`config.mk`:
```
export PLATFORM = sky130hd
export DESIGN_NAME = scc_regs
export DESIGN_NICKNAME = d
export VERILOG_FILES = /design/src/inc/scc_pkg.sv /design/src/scc_regs.sv /design/src/scc_counter.sv
export SDC_FILE = /design/constraint.sdc
export NUM_CORES = 1
export LEC_CHECK = 0
export BUFFER_PORTS_ARGS = -buffer_cell sky130_fd_sc_hd__buf_4
export CAP_MARGIN = 20
export CORE_MARGIN = 5
export CORE_UTILIZATION = 45
export CTS_BUF_LIST = sky130_fd_sc_hd__clkbuf_16
export DETAILED_ROUTE_END_ITERATION = 12
export GPL_ROUTABILITY_DRIVEN = 1
export PLACE_DENSITY = 0.7
export SKIP_CTS_REPAIR_TIMING = 1
export SYNTH_ARGS = -nofsm -noshare
export SYNTH_HDL_FRONTEND = slang
export SYNTH_HIERARCHICAL = 1
export SYNTH_SLANG_ARGS = --single-unit
```
`constraint.sdc`:
```
create_clock -name i_core_clk -period 3.1 [get_ports i_core_clk]
set_input_delay 0.155 -clock i_core_clk [delete_from_list [all_inputs] [get_ports i_core_clk]]
set_output_delay 0.155 -clock i_core_clk [all_outputs]
set_load 0.1 [all_outputs]
```
`src/inc/scc_pkg.sv`:
```
package scc_pkg;
    // =====================================================================
    // coprocessor register numbers
    localparam logic [4:0] SEL_EPC = 5'h0E;
    localparam logic [4:0] SEL_PROCESSOR_IDENTIFICATION = 5'h0F;
    localparam logic [4:0] SEL_CONFIG = 5'h10;
    localparam logic [4:0] SEL_LOAD_LINKED_PHYSICAL_ADDRESS = 5'h11;
    localparam logic [4:0] SEL_WATCH = 5'h12;
    localparam logic [4:0] SEL_XCONTEXT = 5'h14;
    localparam logic [4:0] SEL_DIAG = 5'h16;
    localparam logic [4:0] SEL_PERF_CTL = 5'h18;
    localparam logic [4:0] SEL_PERF_CNT = 5'h19;

    // =====================================================================
    // exception codes
    localparam logic [4:0] CODE_INT = 5'h00;
    localparam logic [4:0] CODE_TLB_MOD = 5'h01;
    localparam logic [4:0] CODE_TLB_LOAD = 5'h02;
    localparam logic [4:0] CODE_TLB_STORE = 5'h03;
    localparam logic [4:0] CODE_ADDR_LOAD = 5'h04;
    localparam logic [4:0] CODE_ADDR_STORE = 5'h05;
    localparam logic [4:0] CODE_BUS_FETCH = 5'h06;
    localparam logic [4:0] CODE_BUS_DATA = 5'h07;
    localparam logic [4:0] CODE_SYSCALL = 5'h08;
    localparam logic [4:0] CODE_BREAK = 5'h09;
    localparam logic [4:0] CODE_RESV_INST = 5'h0A;
    localparam logic [4:0] CODE_COP_UNUSABLE = 5'h0B;
    localparam logic [4:0] CODE_OVERFLOW = 5'h0C;
    localparam logic [4:0] CODE_TRAP = 5'h0D;
    localparam logic [4:0] CODE_FPE = 5'h0F;
    localparam logic [4:0] CODE_WATCH = 5'h17;

    typedef enum logic [3:0] {
        EXC_INT, EXC_TLB_MOD, EXC_TLB_LOAD, EXC_TLB_STORE,
        EXC_ADDR_LOAD, EXC_ADDR_STORE, EXC_BUS_FETCH, EXC_BUS_DATA,
        EXC_SYSCALL, EXC_BREAK, EXC_RESV_INST, EXC_COP_UNUSABLE,
        EXC_OVERFLOW, EXC_TRAP, EXC_FPE, EXC_WATCH
    } scc_exc_kind_t;

    // =====================================================================
    // identification, arbitrary neutral values
    localparam logic [7:0] PROCESSOR_IDENTIFICATION_IMP = 8'hA5;
    localparam logic [7:0] PROCESSOR_IDENTIFICATION_REV = 8'h01;

    // =====================================================================
    // field positions
    localparam int CFG_DC_LSB = 6;
    localparam int CFG_IC_LSB = 9;
    localparam int CFG_ONES_LSB = 16;
    localparam int CFG_DB_BIT = 4;
    localparam int CFG_IB_BIT = 5;
    localparam int XC_MISSED_PAGE_PAIR_NUMBER_LSB = 4;
    localparam int XC_REGION_LSB = 35;
    localparam int XC_PAGE_TABLE_BASE_LSB = 37;
    localparam int DIAG_RAS_BIT = 0;
    localparam int DIAG_BTB_BIT = 1;
    localparam int DIAG_ITLB_BIT = 2;
    localparam int DIAG_CONS_LSB = 4;
    localparam int PC_EXL_BIT = 0;
    localparam int PC_U_BIT = 1;
    localparam int PC_S_BIT = 2;
    localparam int PC_K_BIT = 3;
    localparam int PC_IE_BIT = 4;
    localparam int PC_EV0_LSB = 5;
    localparam int PC_EV1_LSB = 9;

    // =====================================================================
    // reset values and counts
    localparam logic [2:0] CFG_SW_RESET = 3'h0;
    localparam logic [12:0] PERF_CTL_RESET = 13'h0000;
    localparam logic [1:0] STRAP_SETTLE = 2'h2;
    localparam logic [31:0] CNT_RESET = 32'h0000_0000;

    function automatic logic [4:0] code_of(scc_exc_kind_t k);
        case (k)
            EXC_INT: code_of = CODE_INT;
            EXC_TLB_MOD: code_of = CODE_TLB_MOD;
            EXC_TLB_LOAD: code_of = CODE_TLB_LOAD;
            EXC_TLB_STORE: code_of = CODE_TLB_STORE;
            EXC_ADDR_LOAD: code_of = CODE_ADDR_LOAD;
            EXC_ADDR_STORE: code_of = CODE_ADDR_STORE;
            EXC_BUS_FETCH: code_of = CODE_BUS_FETCH;
            EXC_BUS_DATA: code_of = CODE_BUS_DATA;
            EXC_SYSCALL: code_of = CODE_SYSCALL;
            EXC_BREAK: code_of = CODE_BREAK;
            EXC_RESV_INST: code_of = CODE_RESV_INST;
            EXC_COP_UNUSABLE: code_of = CODE_COP_UNUSABLE;
            EXC_OVERFLOW: code_of = CODE_OVERFLOW;
            EXC_TRAP: code_of = CODE_TRAP;
            EXC_FPE: code_of = CODE_FPE;
            default: code_of = CODE_WATCH;
        endcase
    endfunction
endpackage

```
`src/scc_regs.sv`:
```
module scc_regs #(
    parameter int CNT_WIDTH = 32
) (
    // clock and reset
    input wire logic i_core_clk,
    input wire logic i_nrst,
    // cache size straps, static pins
    input wire logic [2:0] i_icache_size_strap,
    input wire logic [2:0] i_dcache_size_strap,
    // coprocessor move port
    input wire logic i_cp_wr,
    input wire logic i_cp_rd,
    input wire logic [4:0] i_cp_sel,
    input wire logic [63:0] i_cp_wdata,
    output logic [63:0] o_cp_rdata,
    // exception report
    input wire logic i_exc_valid,
    input wire logic [3:0] i_exc_kind,
    input wire logic [63:0] i_exc_pc,
    input wire logic i_exc_in_delay_slot,
    input wire logic [63:0] i_exc_branch_pc,
    input wire logic i_exception_level_bit,
    input wire logic i_error_level_bit,
    input wire logic [1:0] i_mode_ksu,
    output logic [4:0] o_exception_code_field,
    output logic o_delay_slot_flag,
    output logic [63:0] o_exception_return_address,
    // translation miss
    input wire logic i_tlb_miss,
    input wire logic [63:0] i_miss_watched_doubleword_address,
    // data access watch
    input wire logic i_mem_valid,
    input wire logic i_mem_store,
    input wire logic [63:0] i_mem_watched_doubleword_address,
    output logic o_watch_hit,
    // diagnostic controls
    output logic o_itlb_flush,
    output logic o_branch_target_buffer_flush,
    output logic o_ras_disable,
    output logic o_wait_cache_constraint_off,
    output logic o_wait_issue_constraint_off,
    output logic o_store_issue_constraint_off,
    output logic o_store_fetch_constraint_off,
    // performance events
    input wire logic [15:0] i_evt0,
    input wire logic [15:0] i_evt1,
    output logic o_perf_irq7
);
    // =====================================================================
    // state
    typedef struct packed {
        logic [2:0] ic_s1;
        logic [2:0] ic_s2;
        logic [2:0] dc_s1;
        logic [2:0] dc_s2;
        logic [1:0] strap_cnt;
        logic [2:0] icache_size_field;
        logic [2:0] dcache_size_field;
        logic [2:0] kseg0_coherence_field;
        logic [4:0] exc_code;
        logic delay_slot;
        logic [63:0] exception_return_address;
        logic [60:0] watched_doubleword_address;
        logic watch_load;
        logic watch_store;
        logic watch_hit;
        logic [26:0] page_table_base;
        logic [1:0] region;
        logic [30:0] missed_page_pair_number;
        logic ras_off;
        logic [3:0] cons_off;
        logic itlb_flush;
        logic btb_flush;
        logic [12:0] perf_ctl;
        logic perf_irq;
        logic [63:0] rdata;
    } scc_state_t;

    scc_state_t st_q;
    scc_state_t st_d;

    logic [CNT_WIDTH-1:0] cnt0;
    logic [CNT_WIDTH-1:0] cnt1;
    logic count_qual;
    logic inc0;
    logic inc1;
    logic wr_cnt;
    logic [31:0] config_word;
    logic [31:0] processor_identification_word;
    logic [63:0] watch_word;
    logic [63:0] xctx_word;
    logic [63:0] diag_word;
    logic [63:0] rd_mux;

    localparam int CFG_ONES_HI = scc_pkg::CFG_ONES_LSB + 1;

    // =====================================================================
    // register images
    always_comb
    begin
        config_word = 32'h0000_0000;
        config_word[CFG_ONES_HI:scc_pkg::CFG_ONES_LSB] = 2'h3;
        config_word[scc_pkg::CFG_IC_LSB +: 3] = st_q.icache_size_field;
        config_word[scc_pkg::CFG_DC_LSB +: 3] = st_q.dcache_size_field;
        config_word[scc_pkg::CFG_IB_BIT] = 1'b1;
        config_word[scc_pkg::CFG_DB_BIT] = 1'b1;
        config_word[2:0] = st_q.kseg0_coherence_field;
    end

    assign processor_identification_word = {16'h0000, scc_pkg::PROCESSOR_IDENTIFICATION_IMP, scc_pkg::PROCESSOR_IDENTIFICATION_REV};
    assign watch_word = {st_q.watched_doubleword_address, 1'b0, st_q.watch_load,
                         st_q.watch_store};
    assign xctx_word = {st_q.page_table_base, st_q.region, st_q.missed_page_pair_number,
                        4'h0};
    assign diag_word = {56'h0, st_q.cons_off, 1'b0, 2'h0, st_q.ras_off};

    // =====================================================================
    // read decode; unmapped and load-linked numbers read zero
    always_comb
    begin
        case (i_cp_sel)
            scc_pkg::SEL_EPC: rd_mux = st_q.exception_return_address;
            scc_pkg::SEL_PROCESSOR_IDENTIFICATION: rd_mux = {32'h0, processor_identification_word};
            scc_pkg::SEL_CONFIG: rd_mux = {32'h0, config_word};
            scc_pkg::SEL_LOAD_LINKED_PHYSICAL_ADDRESS: rd_mux = 64'h0;
            scc_pkg::SEL_WATCH: rd_mux = watch_word;
            scc_pkg::SEL_XCONTEXT: rd_mux = xctx_word;
            scc_pkg::SEL_DIAG: rd_mux = diag_word;
            scc_pkg::SEL_PERF_CTL: rd_mux = {51'h0, st_q.perf_ctl};
            scc_pkg::SEL_PERF_CNT: rd_mux = {32'(cnt1), 32'(cnt0)};
            default: rd_mux = 64'h0;
        endcase
    end

    // =====================================================================
    // performance counters
    always_comb
    begin
        count_qual = 1'b0;
        if (!i_error_level_bit)
        begin
            if (i_exception_level_bit)
            begin
                count_qual = st_q.perf_ctl[scc_pkg::PC_EXL_BIT];
            end
            else
            begin
                case (i_mode_ksu)
                    2'h0: count_qual = st_q.perf_ctl[scc_pkg::PC_K_BIT];
                    2'h1: count_qual = st_q.perf_ctl[scc_pkg::PC_S_BIT];
                    2'h2: count_qual = st_q.perf_ctl[scc_pkg::PC_U_BIT];
                    default: count_qual = 1'b0;
                endcase
            end
        end
    end

    // one selected event per counter
    assign inc0 = count_qual && i_evt0[st_q.perf_ctl[scc_pkg::PC_EV0_LSB +: 4]];
    assign inc1 = count_qual && i_evt1[st_q.perf_ctl[scc_pkg::PC_EV1_LSB +: 4]];
    assign wr_cnt = i_cp_wr && (i_cp_sel == scc_pkg::SEL_PERF_CNT);

    scc_counter #(.WIDTH(CNT_WIDTH)) u_cnt0 (
        .i_core_clk(i_core_clk),
        .i_nrst(i_nrst),
        .i_wr(wr_cnt),
        .i_wdata(i_cp_wdata[CNT_WIDTH-1:0]),
        .i_inc(inc0),
        .o_count(cnt0)
    );

    scc_counter #(.WIDTH(CNT_WIDTH)) u_cnt1 (
        .i_core_clk(i_core_clk),
        .i_nrst(i_nrst),
        .i_wr(wr_cnt),
        .i_wdata(i_cp_wdata[32 +: CNT_WIDTH]),
        .i_inc(inc1),
        .o_count(cnt1)
    );

    // =====================================================================
    // next state
    always_comb
    begin
        st_d = st_q;
        // straps: first flop feeds only the second
        st_d.ic_s1 = i_icache_size_strap;
        st_d.ic_s2 = st_q.ic_s1;
        st_d.dc_s1 = i_dcache_size_strap;
        st_d.dc_s2 = st_q.dc_s1;
        if (st_q.strap_cnt != 2'h3)
        begin
            st_d.strap_cnt = st_q.strap_cnt + 2'h1;
        end
        if (st_q.strap_cnt == scc_pkg::STRAP_SETTLE)
        begin
            st_d.icache_size_field = st_q.ic_s2;
            st_d.dcache_size_field = st_q.dc_s2;
        end
        st_d.itlb_flush = 1'b0;
        st_d.btb_flush = 1'b0;

        // software writes
        if (i_cp_wr)
        begin
            case (i_cp_sel)
                scc_pkg::SEL_EPC: st_d.exception_return_address = i_cp_wdata;
                scc_pkg::SEL_CONFIG: st_d.kseg0_coherence_field = i_cp_wdata[2:0];
                scc_pkg::SEL_WATCH:
                begin
                    st_d.watched_doubleword_address = i_cp_wdata[63:3];
                    st_d.watch_load = i_cp_wdata[1];
                    st_d.watch_store = i_cp_wdata[0];
                end
                scc_pkg::SEL_XCONTEXT:
                begin
                    st_d.page_table_base = i_cp_wdata[63:scc_pkg::XC_PAGE_TABLE_BASE_LSB];
                    st_d.region = i_cp_wdata[scc_pkg::XC_REGION_LSB +: 2];
                    st_d.missed_page_pair_number = i_cp_wdata[scc_pkg::XC_MISSED_PAGE_PAIR_NUMBER_LSB +: 31];
                end
                scc_pkg::SEL_DIAG:
                begin
                    st_d.itlb_flush = i_cp_wdata[scc_pkg::DIAG_ITLB_BIT];
                    st_d.btb_flush = i_cp_wdata[scc_pkg::DIAG_BTB_BIT];
                    st_d.ras_off = i_cp_wdata[scc_pkg::DIAG_RAS_BIT];
                    st_d.cons_off = i_cp_wdata[scc_pkg::DIAG_CONS_LSB +: 4];
                end
                scc_pkg::SEL_PERF_CTL: st_d.perf_ctl = i_cp_wdata[12:0];
                default: st_d.kseg0_coherence_field = st_q.kseg0_coherence_field;
            endcase
        end

        // hardware updates win over a same-cycle software write
        if (i_exc_valid)
        begin
            st_d.exc_code = scc_pkg::code_of(scc_pkg::scc_exc_kind_t'(i_exc_kind));
            if (!i_exception_level_bit)
            begin
                st_d.delay_slot = i_exc_in_delay_slot;
                st_d.exception_return_address = i_exc_in_delay_slot ? i_exc_branch_pc : i_exc_pc;
            end
        end
        if (i_tlb_miss)
        begin
            st_d.missed_page_pair_number = i_miss_watched_doubleword_address[43:13];
            st_d.region = i_miss_watched_doubleword_address[63:62];
        end

        // watch compare on the doubleword
        st_d.watch_hit = i_mem_valid && (i_mem_watched_doubleword_address[63:3] == st_q.watched_doubleword_address)
                         && (i_mem_store ? st_q.watch_store : st_q.watch_load);

        // line seven follows the top bits while enabled
        st_d.perf_irq = st_q.perf_ctl[scc_pkg::PC_IE_BIT] && (cnt0[CNT_WIDTH-1]
                        || cnt1[CNT_WIDTH-1]);

        if (i_cp_rd)
        begin
            st_d.rdata = rd_mux;
        end
    end

    always_ff @(posedge i_core_clk or negedge i_nrst)
    begin
        if (!i_nrst)
        begin
            st_q <= '0;
            st_q.kseg0_coherence_field <= scc_pkg::CFG_SW_RESET;
            st_q.perf_ctl <= scc_pkg::PERF_CTL_RESET;
        end
        else
        begin
            st_q <= st_d;
        end
    end

    // =====================================================================
    // outputs
    assign o_cp_rdata = st_q.rdata;
    assign o_exception_code_field = st_q.exc_code;
    assign o_delay_slot_flag = st_q.delay_slot;
    assign o_exception_return_address = st_q.exception_return_address;
    assign o_watch_hit = st_q.watch_hit;
    assign o_itlb_flush = st_q.itlb_flush;
    assign o_branch_target_buffer_flush = st_q.btb_flush;
    assign o_ras_disable = st_q.ras_off;
    assign o_wait_cache_constraint_off = st_q.cons_off[3];
    assign o_wait_issue_constraint_off = st_q.cons_off[2];
    assign o_store_issue_constraint_off = st_q.cons_off[1];
    assign o_store_fetch_constraint_off = st_q.cons_off[0];
    assign o_perf_irq7 = st_q.perf_irq;
endmodule

```
`src/scc_counter.sv`:
```
module scc_counter #(
    parameter int WIDTH = 32
) (
    // clock and reset
    input wire logic i_core_clk,
    input wire logic i_nrst,
    // software access
    input wire logic i_wr,
    input wire logic [WIDTH-1:0] i_wdata,
    // event
    input wire logic i_inc,
    // count
    output logic [WIDTH-1:0] o_count
);
    // =====================================================================
    // state
    typedef struct packed {
        logic [WIDTH-1:0] count;
    } scc_cnt_state_t;

    scc_cnt_state_t st_q;
    scc_cnt_state_t st_d;

    // software write wins over a same-cycle event; wraps past the top bit
    always_comb
    begin
        st_d = st_q;
        if (i_wr)
        begin
            st_d.count = i_wdata;
        end
        else if (i_inc)
        begin
            st_d.count = st_q.count + {{(WIDTH-1){1'b0}}, 1'b1};
        end
    end

    always_ff @(posedge i_core_clk or negedge i_nrst)
    begin
        if (!i_nrst)
        begin
            st_q <= '0;
        end
        else
        begin
            st_q <= st_d;
        end
    end

    assign o_count = st_q.count;
endmodule

```
# --- After elaboration in Yosys (flattened, before gate mapping) ---
# Memory sizes are Yosys's and may differ from the RTL's. A register that Yosys moved wholly into a read port is not among the register bits.
# Index checks and enable logic that the tools add are counted.
word_totals:
  mem_count: 1
  output_inout_bits: 143
  in_bits: 380
  register_bits: 361
  romBits: 80
  wordCells: 90
classes:
  bitwise_logic: 1
  addsub: 3
  reduce_logical: 20
  order_cmp: 2
  muxes: 24
  eq_ne: 13
memory_table:
  columns: ["name", "depth", "word_bits", "rd", "rd_clocked_by_memory_dff", "write_ports", "line", "rtl"]
  rows:
  - ["(name not given)", 16, 5, 1, 1, 0, "scc_pkg.sv:75", "case (k)"]
ops:
  columns: ["operator", "n"]
  rows:
  - ["$pmux W64 S8", 1]
  - ["$mux W64", 4]
  - ["$mux W32", 4]
  - ["$mux W127", 1]
  - ["$mux W33", 2]
  - ["$add A32 B1 Y32 const B", 2]
  - ["$mux W63", 1]
  - ["$eq A61 B61 Y1", 1]
  - ["$mux W53", 1]
  - ["$eq A5 B5 Y1 const B", 6]
  - ["$reduce_and A2 Y1", 7]
  - ["$mux W13", 1]
  - ["$eq A5 B4 Y1 const B", 2]
  - ["$lt A4 B5 Y1 const B", 2]
  - ["$bmux W1 S4", 2]
  - ["$reduce_bool A2 Y1", 4]
  - ["$mux W7", 1]
  - ["$logic_and A1 B1 Y1", 6]
  - ["$mux W1", 5]
  - ["$eq A2 B2 Y1 const B", 2]
  - ["$pmux W1 S3", 1]
  - ["$add A2 B1 Y2 const B", 1]
  - ["$eq A2 B1 Y1 const B", 1]
  - ["$logic_not A2 Y1", 1]
  - ["other kinds (4)", 4]

# --- Longest topological paths before layout ---
# Gate-level depths: netlist (run 1).
logic_depth:
  word_depth: 7
  depth_mapped: 10
  mapped_depth_nobuf: 9

# --- Hierarchy ---
# The synthesis (run 1) kept the hierarchy.
by_module_without_submodules:
  columns: ["mod", "n_inst", "seq_area_each_um2", "area_each_um2", "cells_each"]
  rows:
  - ["scc_regs", 1, 7557.2, 16071.7, 1480]
  - ["scc_counter", 2, 800.8, 1966.9, 219]

# --- Worst setup path after synthesis (run 1) ---
# Ideal clock, no wire load.
synth_timing:
  path_kind: "register to register"
  from: "register st_q[70] in the netlist's numbering"
  to: "register u_cnt0.st_q (netlist bit u_cnt0/o_count[19])"
  arrival_time_ps: 2663
  path_stages_with_launch: 11
  path_buffers: 2
  path_slack_ps: 355
  required_time_ps: 3018
  setup_ps: 82
  cell_sequence: "dfrtp_1 -> clkbuf_1 -> mux4_2 -> nor2b_1 -> a211oi_1 -> a211oi_1 -> and4_1 -> buf_6 -> nand4_4 -> or4_1 -> a31oi_1"
synth_between:
  elab_chain_len: 4
synth_lines:
  columns: ["element", "line", "rtl"]
  rows:
  - ["start, declared", "scc_regs.sv:79", "scc_state_t st_q;"]
  - ["start signal, assigned", "scc_regs.sv:273", "st_q <= st_d;"]
  - ["$bmux W1 S4", "scc_regs.sv:159", "assign inc0 = count_qual && i_evt0[st_q.perf_ctl[scc_pkg::PC_EV0_LSB +: 4]];"]
  - ["$mux W1 (implied by the code)", "scc_regs.sv:159", null]
  - ["$logic_and A1 B1 Y1", "scc_regs.sv:159", null]
  - ["via inc0", "scc_regs.sv:85", "logic inc0;"]
  - ["$reduce_bool A2 Y1 (no source line)", null, null]
  - ["end signal, assigned", "scc_counter.sv:46", "st_q <= st_d;"]
  - ["end, declared", "scc_counter.sv:21", "scc_cnt_state_t st_q;"]
# The timed path passes the listed nets, and every way through them passes these cells. The select of a mux whose other input is x is not followed.
# A chain may end at the register's enable or synchronous reset.

# --- Final worst setup path (run 1) ---
layout_timing:
  from: "register st_q[70] in the netlist's numbering"
  to: "register u_cnt0.st_q (netlist bit u_cnt0/o_count[27])"
# The elaborated chain is that of the path after synthesis.

==> summary.md, run 1 <==
| Metric | Value |
|---|---|
| Outcome | complete, but fails checks |
| Aggregate routed wire length | 74800 microns |
| PortBufs | 488 |
| Maximum clock path buffer count | 3 |
| Root Buffer | clkbuf_16 |
| Num CTS Buffers | 40 |
| Via/cell ratio | 5.98 |
| HP Class | in -> reg |
| Static leakage | 11.8 nW |
| Slew @ Worst Pin | 1040 ps |
| Max Slew Vio Count | 0 |
| Synth async-reset ratio | 1.00 |
| Avg WL per Cell | 24.5 microns |
| Largest net degree at the start of global routing | 93 |
| Grt ovf | 0 |
| Hold WS | -21.2 ps |
| Peak Freq | 347 MHz |
| Dpl ws | 64.3 ps |
| Largest area contributor in the synthesized netlist | dfrtp_1 |
| Net count, final | 2805 |
| Site Rows | 77 |
| Final setup fails | 0 |
| CTS tree | done |
| # H-tree levels | 2 |
| Total Routing Usage GR | 0.284 |
| Startpoint Class | register |
| DP HPWL | 52500 microns |
| Register area share after synthesis | 0.458 |
| DP Area | 23200 sq um |
| I/O Pins | 523 |
| Violated checks | hold timing |
| Crit share post-route | 0.931 |
| EDFF count, synth | 0 |
| DRT iter0 DRCs | 1585 |
| Pwr per Cell Area | 553 nW/um^2 |
| Synth top area share | 0.458 |
| DIE HEIGHT | 221 microns |
| Worst-path clk slew | 60 ps |
| Initial Utilization | 0.453 |
| Max Cap Viol | 0 |
| Crit. End Element | register |
| Die ar. | 48800 sq um |
| Hold Vio Cnt, Final | 2 |
| Yosys cell types | 70 |
| Area growth, synth to finish | 32.4% |
| Number of fill cells in the layout | 3659 |
| Clk_lat worst skew | 560 ps |
| Syn Nets | 2302 |
| Syn avg cell area | 10.4 sq um |
| Mapped cell area | 20000 sq um |
| Drt pass-1 iters | 8 |
| Ys flop type | dfrtp_1 |
| VDD IR max | 0.393 mV |
| Share of layout cells above drive strength 1 | 0.295 |
| Worst Path Required | 3580 ps |
| DRC violation count after routing | 0 |
| Worst setup margin | 214 ps |
| Global-route wire length before repair | 109000 microns |
| Cells after Synth | 1918 |
| Core footprint | 44100 sq um |
| Final Util | 0.600 |
| Die Wd | 221 microns |
| Flops & latches, synth | 366 |
| Clk_skew | 10.8 ps |
| Arrival @ worst endpoint | 3370 ps |
| Critical Path Fanout Max | 8 |
| Relative slew slack | 0.299 |
| Synth top area cells | dfrtp_1 46%, buf_4 5.4%, mux2_2 4.9%, nand2_1 4.3%, a31oi_1 2.9% |
| Vias in the first global route | 17609 |
| Post-route cell area | 26500 sq um |
| Final min period | 2890 ps |
| Synth warn | 6 |
| Setup CP Type | reg -> reg |
| Gpl congestion | 0.907 |
| Setup_tns | 0 ps |
| Clock Sinks | 366 |
| RSZ-0062 raised after global routing | no |
| Initial antenna violation count | 16 |
| Routed Antenna Nets | 0 |
| DR vias | 18270 |
-- stage by stage --
| stage | instances | power (mW) |
|---|---|---|
| floorplan | 1918 | 8.68 |
| global placement | 2772 | 9.80 |
| finish | 3055 | 14.7 |
| detailed placement | 2772 | 9.92 |
| global route | 3051 | 15.2 |
| CTS | 2844 | 14.5 |
-- state kept, by name (all words and copies together), names as in the netlist, 5 cells and up --
register / flops
o_exception_code_field: 5
st_d: 6
u_cnt1/o_count: 32
o_cp_rdata: 64
u_cnt0/o_count: 32
config_word: 9
o_exception_return_address: 64
st_q: 144
-- where the power goes --
| group | switching [mW] | internal, mW | total, mW |
|---|---|---|---|
| Clock | 1.99 | 2.56 | 4.55 |
| Combinational | 2.37 | 1.47 | 3.84 |
| Sequential | 0.820 | 5.45 | 6.27 |
| Total | 5.18 | 9.48 | 14.7 |
-- worst paths after layout --
path,cells after the start,to,from,slack [ps]
hold / removal,3,o_exception_return_address[9]$_DFF_PN0_,i_exc_branch_pc[9],-20
max in group asynchronous,3,u_cnt0/o_count[15]$_DFFE_PN0P_,i_nrst,1890
setup reg to reg,8,u_cnt0/o_count[27]$_DFFE_PN0P_,st_q[70]$_DFFE_PN0P_,210
min in group asynchronous,2,o_delay_slot_flag$_DFFE_PN0P_,i_nrst,240
setup / recovery,8,u_cnt0/o_count[27]$_DFFE_PN0P_,st_q[70]$_DFFE_PN0P_,210
hold reg to reg,0,st_q[298]$_DFF_PN0_,st_d[298]$_DFF_PN0_,350
-- worst max-delay path: stages (launching register included) --
cell	delay, ps
dfrtp_1	490
mux4_2	390
nor2b_1	130
a211oi_1	70
a211oi_2	350
and4_1	460
nand3_2	220
or4b_1	590
nand3_1	100
-- metal layers --
| layer | global-route usage | vias up | share of wire |
|---|---|---|---|
| met2 | 0.454 | 899 | 0.48 |
| met3 | 0.0668 | 172 | 0.082 |
| met5 | 0 | - | 0.00096 |
| met4 | 0.0924 | 10 | 0.033 |
| met1 | 0.384 | 9141 | 0.40 |
| li1 | - | 8048 | - |
-- cell usage after synthesis (13+ instances only) --
master and count:
dfrtp_1 366, nand2_1 229, buf_4 144, a31oi_1 93, mux2_2 87, o21ai_0 77
clkbuf_1 76, nor2b_1 71, a211oi_1 70, a221oi_1 64, o2bb2ai_1 58, a22o_1 54
xnor2_1 45, buf_2 44, mux2i_1 43, nand4_1 40, nor2_1 38, inv_1 27
mux2_1 27, xor2_1 27, or4_1 24, nand3_1 23, o31ai_1 20, and3_1 13
-- cells in the final DEF (no fill, tap or decap), drive strengths merged, types with 8 or more instances in the layout --
master,Yosys,final
xor2,27,27
a22oi,12,12
and3,15,15
o31ai,20,20
nor2,38,38
mux4,8,8
dfrtp,366,366
xnor2,45,45
clkinv,0,22
o2bb2ai,58,58
or3,8,8
a221oi,64,64
or4,24,24
nand2b,8,8
a31oi,93,93
o21ai,77,77
dlygate4sd3,0,199
and4,10,10
diode,0,12
nand4,44,44
nand3,27,27
a222oi,9,9
a22o,54,54
nor2b,71,71
nand2,232,232
and2,8,8
buf,193,531
mux2,124,124
a211oi,70,70
clkbuf,76,41
inv,28,35
nor4,12,12
mux2i,43,43
-- logic make-up after synthesis --
family	after synthesis	synth area share
AOI/OAI and AO/OA	492	0.182
xor gates and xnor gates	72	0.0315
adders and majority gates	4	0.00250
buffers and inverters	297	0.0866
DFF	366	0.458
muxes	175	0.102
and+or+nand+nor	512	0.138
-- final cells by class --
type	count	area [sq um]	share of cell area
diodes	12	30.0	0.00113
clock buffers	41	1030	0.0387
clock inverters	31	185	0.00699
inverters	28	105	0.00397
multi-input cells	1255	9150	0.346
flip-flops and latches	366	9160	0.346
well taps	592	741	0.0280
repair buffers	730	6090	0.230
Note: power is estimated with default switching activity, not from simulation.
==> inputs of run 2 (changes only) <==
CTS_CLUSTER_DIAMETER = 40   (was unset)
SKIP_LAST_GASP = 1   (was unset)
clock period = 2.73 ns   (was 3.1 ns; I/O delays follow)
==> summary.md, run 2 (synthesis results as in run 1) <==
| Metric | Value |
|---|---|
| Outcome | complete, but fails checks |
| Violated checks | hold timing |
| Aggregate routed wire length | 77300 microns |
| DRT iter0 DRCs | 1825 |
| Hold Vio Cnt, Final | 17 |
| Avg WL per Cell | 24.6 microns |
| Startpoint Class | register |
| Final setup fails | 0 |
| Area growth, synth to finish | 39.2% |
| Max reg flops | 144 |
| Most common cell after layout, fill and taps aside | buf_4 |
| Worst path max stage delay | 570 ps |
| VDD IR max | 0.442 mV |
| Global-route wire length before repair | 110000 microns |
| Arrival @ worst endpoint | 3200 ps |
| RSZ-0062 raised after global routing | yes |
| Placed insts | 2787 |
| GR Layer Usage met1 | 0.382 |
| Worst Path Required | 3210 ps |
| Maximum clock path buffer count | 3 |
| Die ar. | 48800 sq um |
| Worst-path clk slew | 60 ps |
| Total Routing Usage GR | 0.287 |
| Clock Sinks | 366 |
| PortBufs | 488 |
| Max Slew Vio Count | 0 |
| Initial antenna violation count | 20 |
| Final Util | 0.631 |
| Grt ovf | 0 |
| Final min period | 2710 ps |
| DIE HEIGHT | 221 microns |
| Routed Antenna Nets | 0 |
| Max Cap Viol | 0 |
| Num CTS Buffers | 66 |
| Relative slew slack | 0.401 |
| Largest net degree at the start of global routing | 130 |
| Largest Register | st_q |
| Initial Utilization | 0.453 |
| Root Buffer | clkbuf_16 |
| DRC violation count after routing | 0 |
| Met2 usage | 0.464 |
| Setup CP Type | reg -> reg |
| Die Wd | 221 microns |
| DP Area | 23400 sq um |
| Critical Path Fanout Max | 8 |
| Crit. End Element | register |
| CP Cell Sequence | nand2_1 -> o22ai_1 -> nor2_1 -> a211o_1 -> a211oi_4 -> and3_4 -> nand3_4 -> or4_4 -> a31oi_4 |
| Net count, final | 2873 |
| Most used routing layer | met2 |
| Crit share post-route | 0.994 |
| Drt pass-1 iters | 6 |
| Peak Freq | 369 MHz |
| DR vias | 18762 |
| Via/cell ratio | 5.98 |
| M3 GR Usage | 0.0728 |
| CTS tree | done |
| # H-tree levels | 3 |
| Clk_skew | 20.1 ps |
| Slew @ Worst Pin | 898 ps |
| I/O Pins | 523 |
| Gpl congestion | 0.880 |
| Non-Filler Instances | 3139 |
| Master of the slowest instance on the critical path | or4_4 |
| Most frequent cells in the layout | 542 x buf_4, 364 x dfrtp_1, 227 x nand2_1 |
| Site Rows | 77 |
| Share of layout cells above drive strength 1 | 0.320 |
| HP Class | in -> reg |
| Pwr per Cell Area | 702 nW/um^2 |
| DP HPWL | 53300 microns |
| Core footprint | 44100 sq um |
| Clk_lat worst skew | 580 ps |
| Static leakage | 12.4 nW |
| Hold WS | -33.2 ps |
| Post-route cell area | 27800 sq um |
| Vias in the first global route | 17901 |
| Setup_tns | 0 ps |
-- run 2: cell types whose count changed in the layout (fill, tap and decap cells not counted), moves of 3 or more --
| cell | before | now |
|---|---|---|
| clkinv_1 | 12 | 4 |
| clkinv_4 | 1 | 6 |
| clkinvlp_4 | 0 | 9 |
| buf_4 | 522 | 542 |
| diode_2 | 12 | 9 |
| inv_6 | 0 | 11 |
| clkbuf_16 | 41 | 67 |
| dlygate4sd3_1 | 199 | 217 |
-- run 2: per-stage QoR --
stage               worst slack [ps]  hold WS [ps]  power [mW]
floorplan                        142          -159        9.87
global placement                10.7           156        11.2
detailed placement              -131           166        11.3
CTS                             -135          -434        19.2
global route                   -57.9          2.90        20.3
finish                          17.5         -33.2        19.6
-- run 2: area by class of cell --
class | count | area, sq um
clock buffers | 67 | 1680
flip-flops and latches | 366 | 9160
multi-input cells | 1257 | 9230
diodes | 9 | 22.5
clock inverters | 50 | 453
inverters | 28 | 105
well taps | 592 | 741
repair buffers | 770 | 6460
fillers | 3524 | 16300
-- run 2: power breakdown --
part,total [mW],switching (mW),internal [mW]
registers,7.15,0.951,6.20
logic,4.49,2.74,1.75
clock network,7.91,3.00,4.92
total,19.6,6.69,12.9
-- run 2: per-layer routing --
| layer | wire [microns] | up-vias |
|---|---|---|
| met5 | 131 | - |
| met1 | 30800 | 9362 |
| li1 | - | 8242 |
| met4 | 2710 | 20 |
| met2 | 37200 | 950 |
| met3 | 6440 | 188 |
-- run 2: final timing paths --
path	endpoint	cells after the start	slack, ps	from
max reg2reg	u_cnt0/o_count[28]$_DFFE_PN0P_	9	20	st_q[66]$_DFFE_PN0P_
max	u_cnt0/o_count[28]$_DFFE_PN0P_	9	20	st_q[66]$_DFFE_PN0P_
min in group asynchronous	o_exception_code_field[3]$_DFFE_PN0P_	2	160	i_nrst
max in group asynchronous	o_exception_return_address[34]$_DFF_PN0_	3	1660	i_nrst
min	o_exception_return_address[13]$_DFF_PN0_	4	-30	i_exc_pc[13]
min reg2reg	st_q[292]$_DFF_PN0_	0	350	st_d[292]$_DFF_PN0_
-- run 2: worst max-delay path: cells and delay by family (launching register included) --
family           cells  cell delay [ps]
AND/OR/NAND/NOR      5             1200
AO/OA/AOI/OAI        4             1030
flip-flops           1              390
